## src/include/meter_cfg_pkg.sv

```systemverilog
// Package: register map, field layout, reset values and timing for the metering configuration bank
package meter_cfg_pkg;

  // Register indices as printed; byte address is four times the index
  localparam logic [7:0] IDX_LINE_MEAS = 8'h0A;
  localparam logic [7:0] IDX_GENERAL_MODE = 8'h0B;
  localparam logic [7:0] IDX_PULSE_OUTPUT_MODE = 8'h0C;
  localparam logic [7:0] IDX_WAVEFORM_SELECT = 8'h0D;
  localparam logic [7:0] IDX_NO_LOAD_THRESHOLD = 8'h0E;
  localparam int ADDR_W = 8;

  // Reset values
  localparam logic [7:0] GENERAL_MODE_RST = 8'h06;
  localparam logic [7:0] PULSE_OUTPUT_MODE_RST = 8'h41;
  localparam logic [7:0] WAVEFORM_SELECT_RST = 8'h00;
  localparam logic [7:0] NO_LOAD_THRESHOLD_RST = 8'h00;

  // General mode fields
  localparam int GM_SOFT_RESET = 7;
  localparam int GM_ZX_LPF_BYPASS = 6;
  localparam int GM_INTEGRATOR = 5;
  localparam int GM_SWAP = 4;
  localparam int GM_POWER_DOWN = 3;
  localparam int GM_PULSE_TWO_DIS = 2;
  localparam int GM_PULSE_ONE_DIS = 1;
  localparam int GM_HPF_BYPASS = 0;

  // Pulse output mode fields
  localparam int PM_TWO_SRC_LSB = 6;
  localparam int PM_ONE_SRC_LSB = 4;
  localparam int PM_APPARENT_RMS = 3;
  localparam int PM_ZX_RMS = 2;
  localparam int PM_FREQ_SEL = 1;
  localparam int PM_RESERVED_ONE = 0;

  // Waveform fields
  localparam int WV_TWO_SRC_LSB = 5;
  localparam int WV_ONE_SRC_LSB = 2;
  localparam int WV_RATE_LSB = 0;

  // No-load fields
  localparam int NL_IRMS_EN = 6;
  localparam int NL_APPARENT_LSB = 4;
  localparam int NL_REACTIVE_LSB = 2;
  localparam int NL_ACTIVE_LSB = 0;

  // Sample timing: base rate is pclk-derived tick at 819.2 kHz nominal
  localparam int PCLK_HZ = 20000000;
  localparam int BASE_HZ = 819200;
  localparam int BASE_DIV = (PCLK_HZ + BASE_HZ - 1) / BASE_HZ;
  localparam logic [7:0] BASE_DIV_M1 = 8'(BASE_DIV - 1);
  localparam logic [7:0] RATE_DIV_32_M1 = 8'h1F;

  // Pulse source selections
  typedef enum logic [1:0] {
    SRC_ACTIVE = 2'h0,
    SRC_REACTIVE = 2'h1,
    SRC_APPARENT = 2'h2,
    SRC_IRMS = 2'h3
  } pulse_src_t;

  // Waveform source codes
  localparam logic [2:0] WAV_CURRENT = 3'h0;
  localparam logic [2:0] WAV_VOLTAGE = 3'h1;
  localparam logic [2:0] WAV_ACTIVE = 3'h2;
  localparam logic [2:0] WAV_REACTIVE = 3'h3;
  localparam logic [2:0] WAV_APPARENT = 3'h4;
  localparam logic [2:0] WAV_IRMS = 3'h5;

  // No-load threshold codes in units of 0.0001% of full scale (ppm), 0 means disabled
  localparam logic [15:0] NL_APP_LEVEL1 = 16'h012C;
  localparam logic [15:0] NL_APP_LEVEL2 = 16'h0096;
  localparam logic [15:0] NL_APP_LEVEL3 = 16'h004B;
  localparam logic [15:0] NL_RA_LEVEL1 = 16'h0096;
  localparam logic [15:0] NL_RA_LEVEL2 = 16'h004B;
  localparam logic [15:0] NL_RA_LEVEL3 = 16'h0025;

  // Controls to the metering datapath
  typedef struct packed {
    logic soft_reset_pulse;
    logic zero_cross_filter_bypass;
    logic integrator_enable;
    logic channel_swap;
    logic converter_power_down;
    logic pulse_two_disable;
    logic pulse_one_disable;
    logic highpass_bypass;
    pulse_src_t pulse_two_source;
    pulse_src_t pulse_one_source;
    logic rms_zero_cross_update;
    logic period_frequency_select;
    logic current_rms_noload_enable;
    logic [15:0] apparent_noload_level;
    logic [15:0] reactive_noload_level;
    logic [15:0] active_noload_level;
  } meter_ctrl_t;

  // Raw samples from the datapath: 24-bit waveforms, 32-bit filtered current RMS, 16-bit line period and frequency
  typedef struct packed {
    logic [23:0] current;
    logic [23:0] voltage;
    logic [23:0] active;
    logic [23:0] reactive;
    logic [23:0] apparent;
    logic [31:0] irms_lpf;
    logic [15:0] line_period;
    logic [15:0] line_frequency;
  } meter_samples_t;

endpackage

```

## src/energy_meter_config_regs.sv

```systemverilog
// Configuration register bank for the metering core with APB slave and waveform sampler
//
// Chosen here: the APB register port.
`timescale 1ns/1ps
module energy_meter_config_regs (
  input wire logic pclk,                                 // APB clock, 20 MHz
  input wire logic presetn,                              // Asynchronous reset, active low
  input wire logic psel,                                 // APB select
  input wire logic penable,                              // APB enable
  input wire logic pwrite,                               // APB direction, high for write
  input wire logic [31:0] paddr,                         // APB byte address
  input wire logic [31:0] pwdata,                        // APB write data
  input wire logic [3:0] pstrb,                          // APB byte strobes
  output logic [31:0] prdata,                            // APB read data
  output logic pready,                                   // APB ready
  output logic pslverr,                                  // APB error for unmapped address
  input wire meter_cfg_pkg::meter_samples_t samples,     // Datapath samples, same clock
  output meter_cfg_pkg::meter_ctrl_t ctrl,               // Controls to the datapath
  output logic [23:0] waveform_one,                      // Waveform one sample
  output logic [23:0] waveform_two,                      // Waveform two sample
  output logic waveform_valid                            // One-cycle pulse when samples update
);

  ////////////////////////////////////////////////////////////////////////////
  // Register state

  logic [7:0] general_mode_reg;
  logic [7:0] general_mode_next;
  logic [7:0] pulse_output_mode_reg;
  logic [7:0] pulse_output_mode_next;
  logic [7:0] waveform_select_reg;
  logic [7:0] waveform_select_next;
  logic [7:0] no_load_threshold_reg;
  logic [7:0] no_load_threshold_next;
  logic soft_reset_reg;
  logic soft_reset_next;
  logic [31:0] prdata_reg;
  logic [31:0] prdata_next;
  logic pslverr_reg;
  logic pslverr_next;

  logic setup_phase;
  logic access_done;
  logic wr_en;
  logic mapped;
  logic word_aligned;
  logic [meter_cfg_pkg::ADDR_W-1:0] idx;

  assign pready = 1'b1;
  assign setup_phase = psel && !penable;
  assign access_done = psel && penable;
  assign word_aligned = (paddr[1:0] == 2'h0) && (paddr[31:10] == 22'h000000);
  assign idx = paddr[9:2];
  assign mapped = word_aligned && (idx >= meter_cfg_pkg::IDX_LINE_MEAS) &&
                  (idx <= meter_cfg_pkg::IDX_NO_LOAD_THRESHOLD);
  assign wr_en = access_done && pwrite && mapped && pstrb[0];
  assign prdata = prdata_reg;
  assign pslverr = pslverr_reg && access_done;

  ////////////////////////////////////////////////////////////////////////////
  // Register write and read path

  always_comb begin
    general_mode_next = general_mode_reg;
    pulse_output_mode_next = pulse_output_mode_reg;
    waveform_select_next = waveform_select_reg;
    no_load_threshold_next = no_load_threshold_reg;
    soft_reset_next = 1'b0;
    prdata_next = prdata_reg;
    pslverr_next = pslverr_reg;
    if (setup_phase) begin
      pslverr_next = !mapped;
      prdata_next = 32'h00000000;
      if (!pwrite && mapped) begin
        case (idx)
          meter_cfg_pkg::IDX_LINE_MEAS: begin
            prdata_next = {16'h0000, samples.line_frequency};
            if (!pulse_output_mode_reg[meter_cfg_pkg::PM_FREQ_SEL]) begin
              prdata_next = {16'h0000, samples.line_period};
            end
          end
          meter_cfg_pkg::IDX_GENERAL_MODE: begin
            prdata_next = {24'h000000, general_mode_reg};
          end
          meter_cfg_pkg::IDX_PULSE_OUTPUT_MODE: begin
            prdata_next = {24'h000000, pulse_output_mode_reg};
          end
          meter_cfg_pkg::IDX_WAVEFORM_SELECT: begin
            prdata_next = {24'h000000, waveform_select_reg};
          end
          meter_cfg_pkg::IDX_NO_LOAD_THRESHOLD: begin
            prdata_next = {24'h000000, no_load_threshold_reg};
          end
          default: begin
            prdata_next = 32'h00000000;
          end
        endcase
      end
    end
    if (wr_en) begin
      case (idx)
        meter_cfg_pkg::IDX_GENERAL_MODE: begin
          if (pwdata[meter_cfg_pkg::GM_SOFT_RESET]) begin
            // Soft reset self-clears: every bank register goes back to default
            general_mode_next = meter_cfg_pkg::GENERAL_MODE_RST;
            pulse_output_mode_next = meter_cfg_pkg::PULSE_OUTPUT_MODE_RST;
            waveform_select_next = meter_cfg_pkg::WAVEFORM_SELECT_RST;
            no_load_threshold_next = meter_cfg_pkg::NO_LOAD_THRESHOLD_RST;
            soft_reset_next = 1'b1;
          end else begin
            general_mode_next = pwdata[7:0];
          end
        end
        meter_cfg_pkg::IDX_PULSE_OUTPUT_MODE: begin
          pulse_output_mode_next = pwdata[7:0];
        end
        meter_cfg_pkg::IDX_WAVEFORM_SELECT: begin
          waveform_select_next = pwdata[7:0];
        end
        meter_cfg_pkg::IDX_NO_LOAD_THRESHOLD: begin
          // Top bit is reserved and reads zero
          no_load_threshold_next = {1'b0, pwdata[6:0]};
        end
        default: begin
          general_mode_next = general_mode_reg;
        end
      endcase
    end
  end

  always_ff @(posedge pclk or negedge presetn) begin
    if (!presetn) begin
      general_mode_reg <= meter_cfg_pkg::GENERAL_MODE_RST;
      pulse_output_mode_reg <= meter_cfg_pkg::PULSE_OUTPUT_MODE_RST;
      waveform_select_reg <= meter_cfg_pkg::WAVEFORM_SELECT_RST;
      no_load_threshold_reg <= meter_cfg_pkg::NO_LOAD_THRESHOLD_RST;
      soft_reset_reg <= 1'b0;
      prdata_reg <= 32'h00000000;
      pslverr_reg <= 1'b0;
    end else begin
      general_mode_reg <= general_mode_next;
      pulse_output_mode_reg <= pulse_output_mode_next;
      waveform_select_reg <= waveform_select_next;
      no_load_threshold_reg <= no_load_threshold_next;
      soft_reset_reg <= soft_reset_next;
      prdata_reg <= prdata_next;
      pslverr_reg <= pslverr_next;
    end
  end

  ////////////////////////////////////////////////////////////////////////////
  // Datapath controls

  function automatic meter_cfg_pkg::pulse_src_t pulse_src(input logic [1:0] code, input logic rms_sel);
    meter_cfg_pkg::pulse_src_t src;
    src = meter_cfg_pkg::SRC_ACTIVE;
    case (code)
      2'h0: src = meter_cfg_pkg::SRC_ACTIVE;
      2'h1: src = meter_cfg_pkg::SRC_REACTIVE;
      default: src = rms_sel ? meter_cfg_pkg::SRC_IRMS : meter_cfg_pkg::SRC_APPARENT;
    endcase
    return src;
  endfunction

  function automatic logic [15:0] nl_level(input logic [1:0] code, input logic apparent);
    logic [15:0] lvl;
    lvl = 16'h0000;
    case (code)
      2'h1: lvl = apparent ? meter_cfg_pkg::NL_APP_LEVEL1 : meter_cfg_pkg::NL_RA_LEVEL1;
      2'h2: lvl = apparent ? meter_cfg_pkg::NL_APP_LEVEL2 : meter_cfg_pkg::NL_RA_LEVEL2;
      2'h3: lvl = apparent ? meter_cfg_pkg::NL_APP_LEVEL3 : meter_cfg_pkg::NL_RA_LEVEL3;
      default: lvl = 16'h0000;
    endcase
    return lvl;
  endfunction

  always_comb begin
    ctrl.soft_reset_pulse = soft_reset_reg;
    ctrl.zero_cross_filter_bypass = general_mode_reg[meter_cfg_pkg::GM_ZX_LPF_BYPASS];
    ctrl.integrator_enable = general_mode_reg[meter_cfg_pkg::GM_INTEGRATOR];
    ctrl.channel_swap = general_mode_reg[meter_cfg_pkg::GM_SWAP];
    ctrl.converter_power_down = general_mode_reg[meter_cfg_pkg::GM_POWER_DOWN];
    ctrl.pulse_two_disable = general_mode_reg[meter_cfg_pkg::GM_PULSE_TWO_DIS];
    ctrl.pulse_one_disable = general_mode_reg[meter_cfg_pkg::GM_PULSE_ONE_DIS];
    ctrl.highpass_bypass = general_mode_reg[meter_cfg_pkg::GM_HPF_BYPASS];
    ctrl.pulse_two_source = pulse_src(pulse_output_mode_reg[meter_cfg_pkg::PM_TWO_SRC_LSB +: 2],
                                      pulse_output_mode_reg[meter_cfg_pkg::PM_APPARENT_RMS]);
    ctrl.pulse_one_source = pulse_src(pulse_output_mode_reg[meter_cfg_pkg::PM_ONE_SRC_LSB +: 2],
                                      pulse_output_mode_reg[meter_cfg_pkg::PM_APPARENT_RMS]);
    ctrl.rms_zero_cross_update = pulse_output_mode_reg[meter_cfg_pkg::PM_ZX_RMS];
    ctrl.period_frequency_select = pulse_output_mode_reg[meter_cfg_pkg::PM_FREQ_SEL];
    ctrl.current_rms_noload_enable = no_load_threshold_reg[meter_cfg_pkg::NL_IRMS_EN];
    ctrl.apparent_noload_level = nl_level(no_load_threshold_reg[meter_cfg_pkg::NL_APPARENT_LSB +: 2], 1'b1);
    ctrl.reactive_noload_level = nl_level(no_load_threshold_reg[meter_cfg_pkg::NL_REACTIVE_LSB +: 2], 1'b0);
    ctrl.active_noload_level = nl_level(no_load_threshold_reg[meter_cfg_pkg::NL_ACTIVE_LSB +: 2], 1'b0);
  end

  ////////////////////////////////////////////////////////////////////////////
  // Waveform sample rate: base tick, then divide by 32 << rate code

  logic [7:0] base_cnt_reg;
  logic [7:0] base_cnt_next;
  logic [7:0] rate_cnt_reg;
  logic [7:0] rate_cnt_next;
  logic [7:0] rate_limit;
  logic base_tick;
  logic sample_tick;

  assign rate_limit = 8'((16'(meter_cfg_pkg::RATE_DIV_32_M1) << waveform_select_reg[1:0]) |
                         ((16'h0001 << waveform_select_reg[1:0]) - 16'h0001));
  assign base_tick = (base_cnt_reg == meter_cfg_pkg::BASE_DIV_M1);
  assign sample_tick = base_tick && (rate_cnt_reg >= rate_limit);

  always_comb begin
    base_cnt_next = base_tick ? 8'h00 : base_cnt_reg + 8'h01;
    rate_cnt_next = rate_cnt_reg;
    if (base_tick) begin
      rate_cnt_next = sample_tick ? 8'h00 : rate_cnt_reg + 8'h01;
    end
    if (soft_reset_reg) begin
      base_cnt_next = 8'h00;
      rate_cnt_next = 8'h00;
    end
  end

  always_ff @(posedge pclk or negedge presetn) begin
    if (!presetn) begin
      base_cnt_reg <= 8'h00;
      rate_cnt_reg <= 8'h00;
    end else begin
      base_cnt_reg <= base_cnt_next;
      rate_cnt_reg <= rate_cnt_next;
    end
  end

  ////////////////////////////////////////////////////////////////////////////
  // Waveform source selection

  function automatic logic [23:0] wav_pick(input logic [2:0] code, input meter_cfg_pkg::meter_samples_t s);
    logic [23:0] v;
    v = 24'h000000;
    case (code)
      meter_cfg_pkg::WAV_CURRENT: v = s.current;
      meter_cfg_pkg::WAV_VOLTAGE: v = s.voltage;
      meter_cfg_pkg::WAV_ACTIVE: v = s.active;
      meter_cfg_pkg::WAV_REACTIVE: v = s.reactive;
      meter_cfg_pkg::WAV_APPARENT: v = s.apparent;
      meter_cfg_pkg::WAV_IRMS: v = s.irms_lpf[23:0];
      default: v = 24'h000000;
    endcase
    return v;
  endfunction

  logic [23:0] wav_one_reg;
  logic [23:0] wav_one_next;
  logic [23:0] wav_two_reg;
  logic [23:0] wav_two_next;
  logic wav_valid_reg;
  logic wav_valid_next;

  always_comb begin
    wav_one_next = wav_one_reg;
    wav_two_next = wav_two_reg;
    wav_valid_next = sample_tick;
    if (sample_tick) begin
      wav_one_next = wav_pick(waveform_select_reg[meter_cfg_pkg::WV_ONE_SRC_LSB +: 3], samples);
      wav_two_next = wav_pick(waveform_select_reg[meter_cfg_pkg::WV_TWO_SRC_LSB +: 3], samples);
    end
  end

  always_ff @(posedge pclk or negedge presetn) begin
    if (!presetn) begin
      wav_one_reg <= 24'h000000;
      wav_two_reg <= 24'h000000;
      wav_valid_reg <= 1'b0;
    end else begin
      wav_one_reg <= wav_one_next;
      wav_two_reg <= wav_two_next;
      wav_valid_reg <= wav_valid_next;
    end
  end

  assign waveform_one = wav_one_reg;
  assign waveform_two = wav_two_reg;
  assign waveform_valid = wav_valid_reg;

endmodule

```

## config.mk

```make
export PLATFORM = sky130hd
export DESIGN_NAME = energy_meter_config_regs
export DESIGN_NICKNAME = d
export VERILOG_FILES = /design/src/include/meter_cfg_pkg.sv /design/src/energy_meter_config_regs.sv
export SDC_FILE = /design/constraint.sdc
export NUM_CORES = 1
export LEC_CHECK = 0
export CAP_MARGIN = 10
export CORE_AREA = 10 10 147 149
export CTS_CLUSTER_DIAMETER = 200
export DETAILED_ROUTE_END_ITERATION = 12
export DIE_AREA = 0 0 157 159
export DONT_BUFFER_PORTS = 1
export GPL_TIMING_DRIVEN = 0
export PLACE_DENSITY_LB_ADDON = 0.12
export SETUP_SLACK_MARGIN = 0.2
export SLEW_MARGIN = 20
export SYNTH_ARGS = -nofsm -noshare
export SYNTH_HDL_FRONTEND = slang
export SYNTH_SLANG_ARGS = --single-unit
```

## constraint.sdc

```tcl
create_clock -name pclk -period 2.94 [get_ports pclk]
set_input_delay 0.882 -clock pclk [delete_from_list [all_inputs] [get_ports pclk]]
set_output_delay 0.882 -clock pclk [all_outputs]
set_load 0.02 [all_outputs]
```

# Yosys cells after proc, flatten, opt, wreduce, memory -nomap -nowiden
# Cells that the tools add are included.
classes:
  addsub: 3
  mux: 25
  shift: 2
  eq_ne: 28
  magnitude_cmp: 3
  bitwise: 1
  n_reduce_logical: 28
ops:
  columns: ["cell", "n"]
  rows:
  - ["case mux 24 bit (6 select lines)", 2]
  - ["case mux 32 bit (5 select lines)", 1]
  - ["two-way mux 8 bit", 7]
  - ["case mux 8 bit (2 select lines)", 3]
  - ["case mux 8 bit (3 select lines)", 2]
  - ["== test 8 x 4 -> 1 bit (second input constant)", 5]
  - ["two-way mux 32 bit", 1]
  - ["case mux 9 bit (3 select lines)", 1]
  - ["logical NOT 22 bit", 1]
  - ["adder 8 x 1 -> 8 bit (second input constant)", 2]
  - ["two-way mux 16 bit", 1]
  - ["== test 2 bit (second input constant)", 6]
  - ["== test 3 x 2 -> 1 bit (second input constant)", 4]
  - ["== test 3 bit (second input constant)", 4]
  - ["logical AND 1 bit", 11]
  - ["== test 2 x 1 -> 1 bit (second input constant)", 5]
  - ["AND reduction 3 bit", 3]
  - ["== test 8 x 5 -> 1 bit (second input constant)", 1]
  - ["greater-or-equal comparator 8 x 4 -> 1 bit (second input constant)", 1]
  - ["greater-or-equal comparator 8 bit", 1]
  - ["less-or-equal comparator 8 x 4 -> 1 bit (second input constant)", 1]
  - ["OR 8 bit", 1]
  - ["case mux 2 bit (2 select lines)", 2]
  - ["nonzero test 2 bit", 4]
  - ["11 further kinds", 20]
word_totals:
  out_inout_bits: 146
  regBits: 131
  word_cells: 102

# Logic depth before layout (Yosys ltp)
# Gate-level depths: netlist of the first run.
depth:
  word_depth: 8
  ltp_mapped: 8
  depth_no_buf: 7

# Least setup slack after synthesis of the first run
# OpenSTA, ideal clock, no wires.
synth_path:
  path_kind: "input to register"
  start: "in paddr[6]"
  end: "reg waveform_select_reg[7]"
  setup_slack_ps: 481
  required_time_ps: 2819
  setup_ps: 121
  stages: 5
  t_arrival_ps: 2338
  path_cell_list: "nor4_4 > nand2_1 > nor4_4 > o2111ai_1 > a22o_1"
synth_between:
  elab_chain_cells: 6
synth_lines:
  columns: ["element", "line_no", "source"]
  rows:
  - ["from (decl)", "energy_meter_config_regs.sv:11", "input wire logic [31:0] paddr,"]
  - ["greater-or-equal comparator 8 x 4 -> 1 bit", "energy_meter_config_regs.sv:54", "assign mapped = word_aligned && (idx >= meter_cfg_pkg::IDX_LINE_MEAS) &&"]
  - ["logical AND 1 bit (2 in series)", "energy_meter_config_regs.sv:54", null]
  - ["logical AND 1 bit (2 in series)", "energy_meter_config_regs.sv:56", "assign wr_en = access_done && pwrite && mapped && pstrb[0];"]
  - ["AND reduction 3 bit (no source line)", null, null]
  - ["to (signal assigned)", "energy_meter_config_regs.sv:135", "waveform_select_reg <= meter_cfg_pkg::WAVEFORM_SELECT_RST;"]
  - ["to (signal assigned)", "energy_meter_config_regs.sv:143", "waveform_select_reg <= waveform_select_next;"]
  - ["to (decl)", "energy_meter_config_regs.sv:31", "logic [7:0] waveform_select_reg;"]
# Parallel ways exist; a longest one is shown, timed or not.
# A chain may end at the register's enable or synchronous reset.

# Worst setup path after layout of the first run
layout_path:
  start: "reg waveform_select_reg[3]"
  end: "reg wav_one_reg[7] (netlist: waveform_one[7])"
layout_between:
  elab_chain_cells: 2
layout_lines:
  columns: ["element", "line_no", "source"]
  rows:
  - ["== test 3 bit, or another cell as far along", "energy_meter_config_regs.sv:242", "case (code)"]
  - ["case mux 24 bit (6 select lines) *", "energy_meter_config_regs.sv:242", null]
  - ["to (signal assigned)", "energy_meter_config_regs.sv:277", "wav_one_reg <= wav_one_next;"]
  - ["to (decl)", "energy_meter_config_regs.sv:254", "logic [23:0] wav_one_reg;"]
# Mark *: on every way between the ends. The rest lies on a longest branch, timed or not.

==> impl_metrics.toml, run 1 <==
[timing]
fmax_mhz = 362.3
rsz0062_at_grt = "yes"
setup_violations = 0
period_needed_ns = 2.760
worstMarginPinSlew_ns = 1.126
hold_ws_ns = 0.1621
fin_skew_ns = 0.008559
post-route-period-util = 0.9388
finalHoldViolCount = 0
finalMaxSlewViolations = 0
slew_headroom = 0.2439

[critical_path]
critPathTopFamily = "buffers and inverters"
reg2reg_setup_slack_ns = 0.18
crit_arrival_ns = 3.09
cp.required_ns = 3.27
crit_path_end_kind = "flop"
cp-start-kind = "flop"
path_cells = "and3b_1 -> clkbuf_1 -> clkbuf_1 -> clkbuf_2 -> a22oi_1 -> a31oi_1"
cp.buffers_inverters = 3
crit_fanout = 10
slowest_stage = "clkbuf_1"
crit_type = "flop to flop"
critPathMostFrequentCell = "clkbuf_1"
max_stage_delay_ns = 0.62

[floorplanning]
die_h_um = 159
coreArea_sq_um = 18580
die_area_sq_um = 24960
start_util = 0.3834
dieWidth_um = 157
rows = 50
pin_count = 403

[global_route]
grt_pass1_vias = 7059
track_usage = 0.2444
grt_pass1_wl_um = 46060
grt-ovfl-total = 0
grt_max_degree = 114
antenna_found_initial = 0

[power]
seqPwrFrac = 0.301
p_comb_frac = 0.342
p_clk_frac = 0.357
internal-power_mw = 3.787
power_mw = 6.131
powerDensity_nw_per_um2 = 742.6
swShare = 0.3823
p_leak_nw = 3.574
p_sw_mw = 2.344
peakVddDrop_uv = 436.1

[clock_network]
cts_tree = "built"
cts_buffer_depth = 2
hold_buffers = 0
clk_latency_ns = 0.42
root_buffer = "clkbuf_16"
path_clk_slew_ns = 0.05
numCtsBuffers = 17
cts.sinks = 113
h-tree-depth = 4

[detailed_routing]
wl_per_cell_um = 30.54
routed_wl_um = 32220
vias_per_cell = 6.579
drc_errors = 0
drt-pass1-iter-count = 7
vias = 6941
drtIter0Drc = 766
antenna_left = 0

[place]
hpwlAfterDp_um = 24340
portBuffers = 0
gp_congestion = 0.8866
placed_area_sq_um = 7591

[finish]
nets = 1086
num_antenna_cells = 0
final_util = 0.4444
fill_cells = 1825
syn_to_final_growth_pct = 15.89
stdcell_area_sq_um = 8257
layout-drive-gt1-share = 0.1571

[synth]
syn_inst = 750
yosysWarningCount = 0
syn_area_per_cell_sq_um = 9.499
synth-edff-count = 0
ys_seq_elements = 113
seq_area_frac_synth = 0.3976
syn_area_sq_um = 7124
ys_types = 48
synthArstFlopShare = 1.000
ys.flop_type = "dfrtp_1"

[hold_path]
hold_class = "primary input to async pin"

[status]
status = "finished clean"

[job]
cap_viol_max_count = 0
[per-stage QoR]
step / worst slack (ns) / setup TNS (ns) / cells
5_1_grt: 0.1425 / 0 / 1055
6_report: 0.1799 / 0 / 1055
2_1_floorplan: 0.4810 / 0 / 789
4_1_cts: 0.2013 / 0 / 1055
3_3_place_gp: -0.3134 / -3.672 / 1023
3_5_place_dp: -0.06926 / -0.6642 / 1024
[cells in the final DEF, fill, tap and decap left out, drive strengths merged, types with 26 or more instances in the layout]
cell and n:
a221oi 48, a22o 69, a22oi 50, a31oi 52, buf 69, clkbuf 58, conb 41, dfrtp 109
mux2i 26, nand2 35, nor2 77
[layer usage]
| layer | track usage | share of wire | up-vias |
|---|---|---|---|
| met1 | 0.2791 | 0.36 | 3433 |
| met3 | 0.1079 | 0.13 | 92 |
| li1 | - | - | 2926 |
| met5 | 0 | 0 | - |
| met4 | 0.09828 | 0.032 | 0 |
| met2 | 0.3899 | 0.47 | 490 |
[power by group through the flow]
stage,sequential [mW],combinational (mW),clock (mW)
after CTS,1.85,2.00,2.21
after floorplan,1.84,1.36,0
final,1.85,2.09,2.19
after global placement,1.87,1.95,0
after detailed placement,1.87,1.99,0
after global routing,1.86,2.27,2.28
[area by class of cell]
type | count | area [sq um] | area share
inverter | 18 | 67.56 | 0.008183
clock inverter | 11 | 161.4 | 0.01955
buffer | 106 | 611.8 | 0.07410
clock buffer | 20 | 446.7 | 0.05410
tap | 234 | 292.8 | 0.03546
timing repair buffer | 1 | 7.507 | 0.0009092
multi-input combinational | 552 | 3836 | 0.4646
sequential | 113 | 2833 | 0.3431
[worst reg2reg max path, stage by stage, from the launching register on]
cell and delay (ns):
dfrtp_1 0.50, and3b_1 0.26, clkbuf_1 0.40, clkbuf_1 0.62, clkbuf_2 0.51, a22oi_1 0.17, a31oi_1 0.22
[worst paths after layout]
path                            cells past startpoint                                 start                              endpoint
worst max-delay path                                6    waveform_select_reg[3]$_DFFE_PN0P_           waveform_one[7]$_DFFE_PN0P_
worst min-delay path                                0                               presetn                prdata[13]$_DFFE_PN0P_
worst max register to register                      6    waveform_select_reg[3]$_DFFE_PN0P_           waveform_one[7]$_DFFE_PN0P_
worst min register to register                      2  pulse_output_mode_reg[0]$_DFFE_PN1P_  pulse_output_mode_reg[0]$_DFFE_PN1P_
max in group asynchronous                           0                               presetn  pulse_output_mode_reg[0]$_DFFE_PN1P_
min in group pclk                                   2  pulse_output_mode_reg[0]$_DFFE_PN1P_  pulse_output_mode_reg[0]$_DFFE_PN1P_
[cell usage after synthesis (all sizes together) (2+ instances only)]
cell type	n	area [sq um]
conb	2	7.510
and3b	4	35.03
inv	18	67.56
a221oi	48	420.4
dfrtp	109	2728
or4	4	30.03
mux2	6	67.56
buf	68	459.2
nor2	77	289.0
o2111ai	4	35.03
a22oi	50	375.4
nand2b	3	18.77
or2	4	25.02
nor4	9	86.33
a31oi	52	325.3
nand2	35	131.4
and4	6	52.55
ha	20	250.2
nor3	5	30.03
and3	3	18.77
xor2	5	43.79
nand4	3	18.77
o2bb2ai	7	61.31
a211oi	7	52.55
dfstp	4	105.1
o21ai	20	100.1
nor3b	8	60.06
a21oi	6	30.03
a22o	69	604.3
mux2i	26	260.3
nand3	14	75.07
clkbuf	38	142.6
nor2b	6	37.54
[logic make-up after synthesis]
| logic type | Yosys count | share of synthesized area |
|---|---|---|
| other | 2 | 0.001054 |
| xor gates and xnor gates | 6 | 0.007376 |
| muxes | 32 | 0.04601 |
| DFF | 113 | 0.3976 |
| buffers and inverters | 124 | 0.09396 |
| adders and majority gates | 20 | 0.03512 |
| AOI/OAI and AO/OA | 267 | 0.2859 |
| and+or+nand+nor | 186 | 0.1329 |
[repair_timing]
item | CTS | global route
setup buffers | 0 | 0
endpoints found under the setup margin | 37 | 54
gates resized for setup | 5 | 18
Note: power is estimated with default switching activity, not from simulation.
==> run 2, diff against run 1 <==
- ABC_CLOCK_PERIOD_IN_PS: default -> 2900
- clock period: 2.94 -> 2.9 ns (I/O delays scaled with it)
==> impl_metrics.toml, run 2 (synthesis results as in run 1) <==
[detailed_routing]
antenna_left = 0
wl_per_cell_um = 30.53
vias_per_cell = 6.536
drt-pass1-iter-count = 6
routed_wl_um = 32200
vias = 6895
drc_errors = 0
drtIter0Drc = 908

[finish]
layout_commonest_cell = "dfrtp_1"
stdcell_area_sq_um = 8268
syn_to_final_growth_pct = 16.05
fill_cells = 1824
layout-drive-gt1-share = 0.1620
multiInputGateArea_sq_um = 3845
fin_cells = 1055
num_antenna_cells = 0
seq_area_sq_um = 2833
final_cell_mix = "109 x dfrtp_1, 76 x nor2_1, 69 x a22o_1, 52 x a31oi_1, 52 x buf_4"
final_util = 0.4450
nets = 1086

[timing]
fmax_mhz = 369.3
setup_ws_ns = 0.1921
setup_violations = 0
hold_ws_ns = 0.1489
finalHoldViolCount = 0
fin_skew_ns = 0.008297
post-route-period-util = 0.9338
finalMaxSlewViolations = 0
slew_headroom = 0.2133
setup_tns_ns = 0
worstMarginPinSlew_ns = 1.171
rsz0062_at_grt = "no"
period_needed_ns = 2.708

[critical_path]
crit_path_end_kind = "flop"
reg2reg_to = "waveform_two[1]$_DFFE_PN0P_"
critPathTopFamily = "simple AND/OR/NAND/NOR gates"
reg2reg_from = "waveform_select_reg[7]$_DFFE_PN0P_"
cp.buffers_inverters = 1
crit_fanout = 10
ff2ff_path_depth = 5
max_stage_delay_ns = 0.97
slowest_stage = "nor3_1"
crit_start = "waveform_select_reg[7]$_DFFE_PN0P_"
crit_type = "flop to flop"
cp-start-kind = "flop"
crit_arrival_ns = 3.04
cp.required_ns = 3.23
path_cells = "nor3_1 -> clkbuf_1 -> a22o_1 -> a221oi_1 -> a31oi_1"
reg2reg_setup_slack_ns = 0.19

[hold_path]
hold_class = "primary input to async pin"

[place]
gp_congestion = 0.8866
portBuffers = 0
placed_area_sq_um = 7591
post-place-cells = 1024
preCtsSetupSlack_ns = -0.09726
hpwlAfterDp_um = 24340

[clock_network]
cts.sinks = 113
clk_latency_ns = 0.42
root_buffer = "clkbuf_16"
post_cts_buffers = 0
cts_buffer_depth = 2
numCtsBuffers = 17
hold_buffers = 0
path_clk_slew_ns = 0.06
cts_tree = "built"
h-tree-depth = 4

[floorplanning]
rows = 50
die_h_um = 159
coreArea_sq_um = 18580
die_area_sq_um = 24960
start_util = 0.3834
pin_count = 403
dieWidth_um = 157

[global_route]
grt-ovfl-total = 0
grt_pass1_wl_um = 46060
gr-usage-met3 = 0.1079
globalRouteMet2Util = 0.3899
grt_pass1_vias = 7059
grt_use_met1 = 0.2791
antenna_found_initial = 0
grt_max_degree = 114
track_usage = 0.2444
gr-max-usage-layer = "met2"

[status]
status = "finished clean"

[power]
power_mw = 6.212
powerDensity_nw_per_um2 = 751.3
p_leak_nw = 3.581
peakVddDrop_uv = 434.3

[job]
cap_viol_max_count = 0
[run 2: layer usage]
metal / routed length (um) / vias to the layer above
met5: 0 / -
met1: 11640 / 3434
met3: 4268 / 81
met4: 973 / 0
li1: - / 2926
met2: 15320 / 454
[run 2: worst reg2reg max path, cell delays in order, from the launching register on]
cell and delay (ns):
dfrtp_1 0.47, nor3_1 0.98, clkbuf_1 0.67, a22o_1 0.23, a221oi_1 0.05, a31oi_1 0.23
[run 2: worst max path at each step]
| stage | endpoint | slack [ns] | depth (start not counted) |
|---|---|---|---|
| 6_report | waveform_two[1]$_DFFE_PN0P_ | 0.19 | 5 |
| 3_5_place_dp | pulse_output_mode_reg[7]$_DFFE_PN0P_ | -0.1 | 5 |
| 4_1_cts | waveform_one[7]$_DFFE_PN0P_ | 0.25 | 6 |
| 5_1_grt | ctrl[0] | 0.21 | 4 |
| 2_1_floorplan | waveform_select_reg[7]$_DFFE_PN0P_ | 0.45 | 5 |
| 3_3_place_gp | waveform_one[21]$_DFFE_PN0P_ | -0.35 | 5 |
[run 2: cell type report]
cell class / count / area share
Sequential cell: 113 / 0.3426
Clock buffer: 20 / 0.05403
Inverter: 18 / 0.008172
Clock inverter: 11 / 0.01952
Tap cell: 234 / 0.03541
Multi-Input combinational cell: 552 / 0.4650
Timing Repair Buffer: 1 / 0.0009080
Buffer: 106 / 0.07430
[run 2: power breakdown]
part           internal [mW]  total [mW]  leakage, nW  switching (mW)
Clock                   1.45        2.22        0.300           0.769
Sequential              1.74        1.87         1.44           0.130
Combinational          0.648        2.12         1.84            1.47
Total                   3.84        6.21         3.58            2.37
[run 2: what timing repair did]
action / CTS / global route
resized for setup: 8 / 18
hold endpoints to repair: 0 / 0
cloned: 0 / 0
pin swaps: 0 / 0
endpoints found under the setup margin: 43 / 65
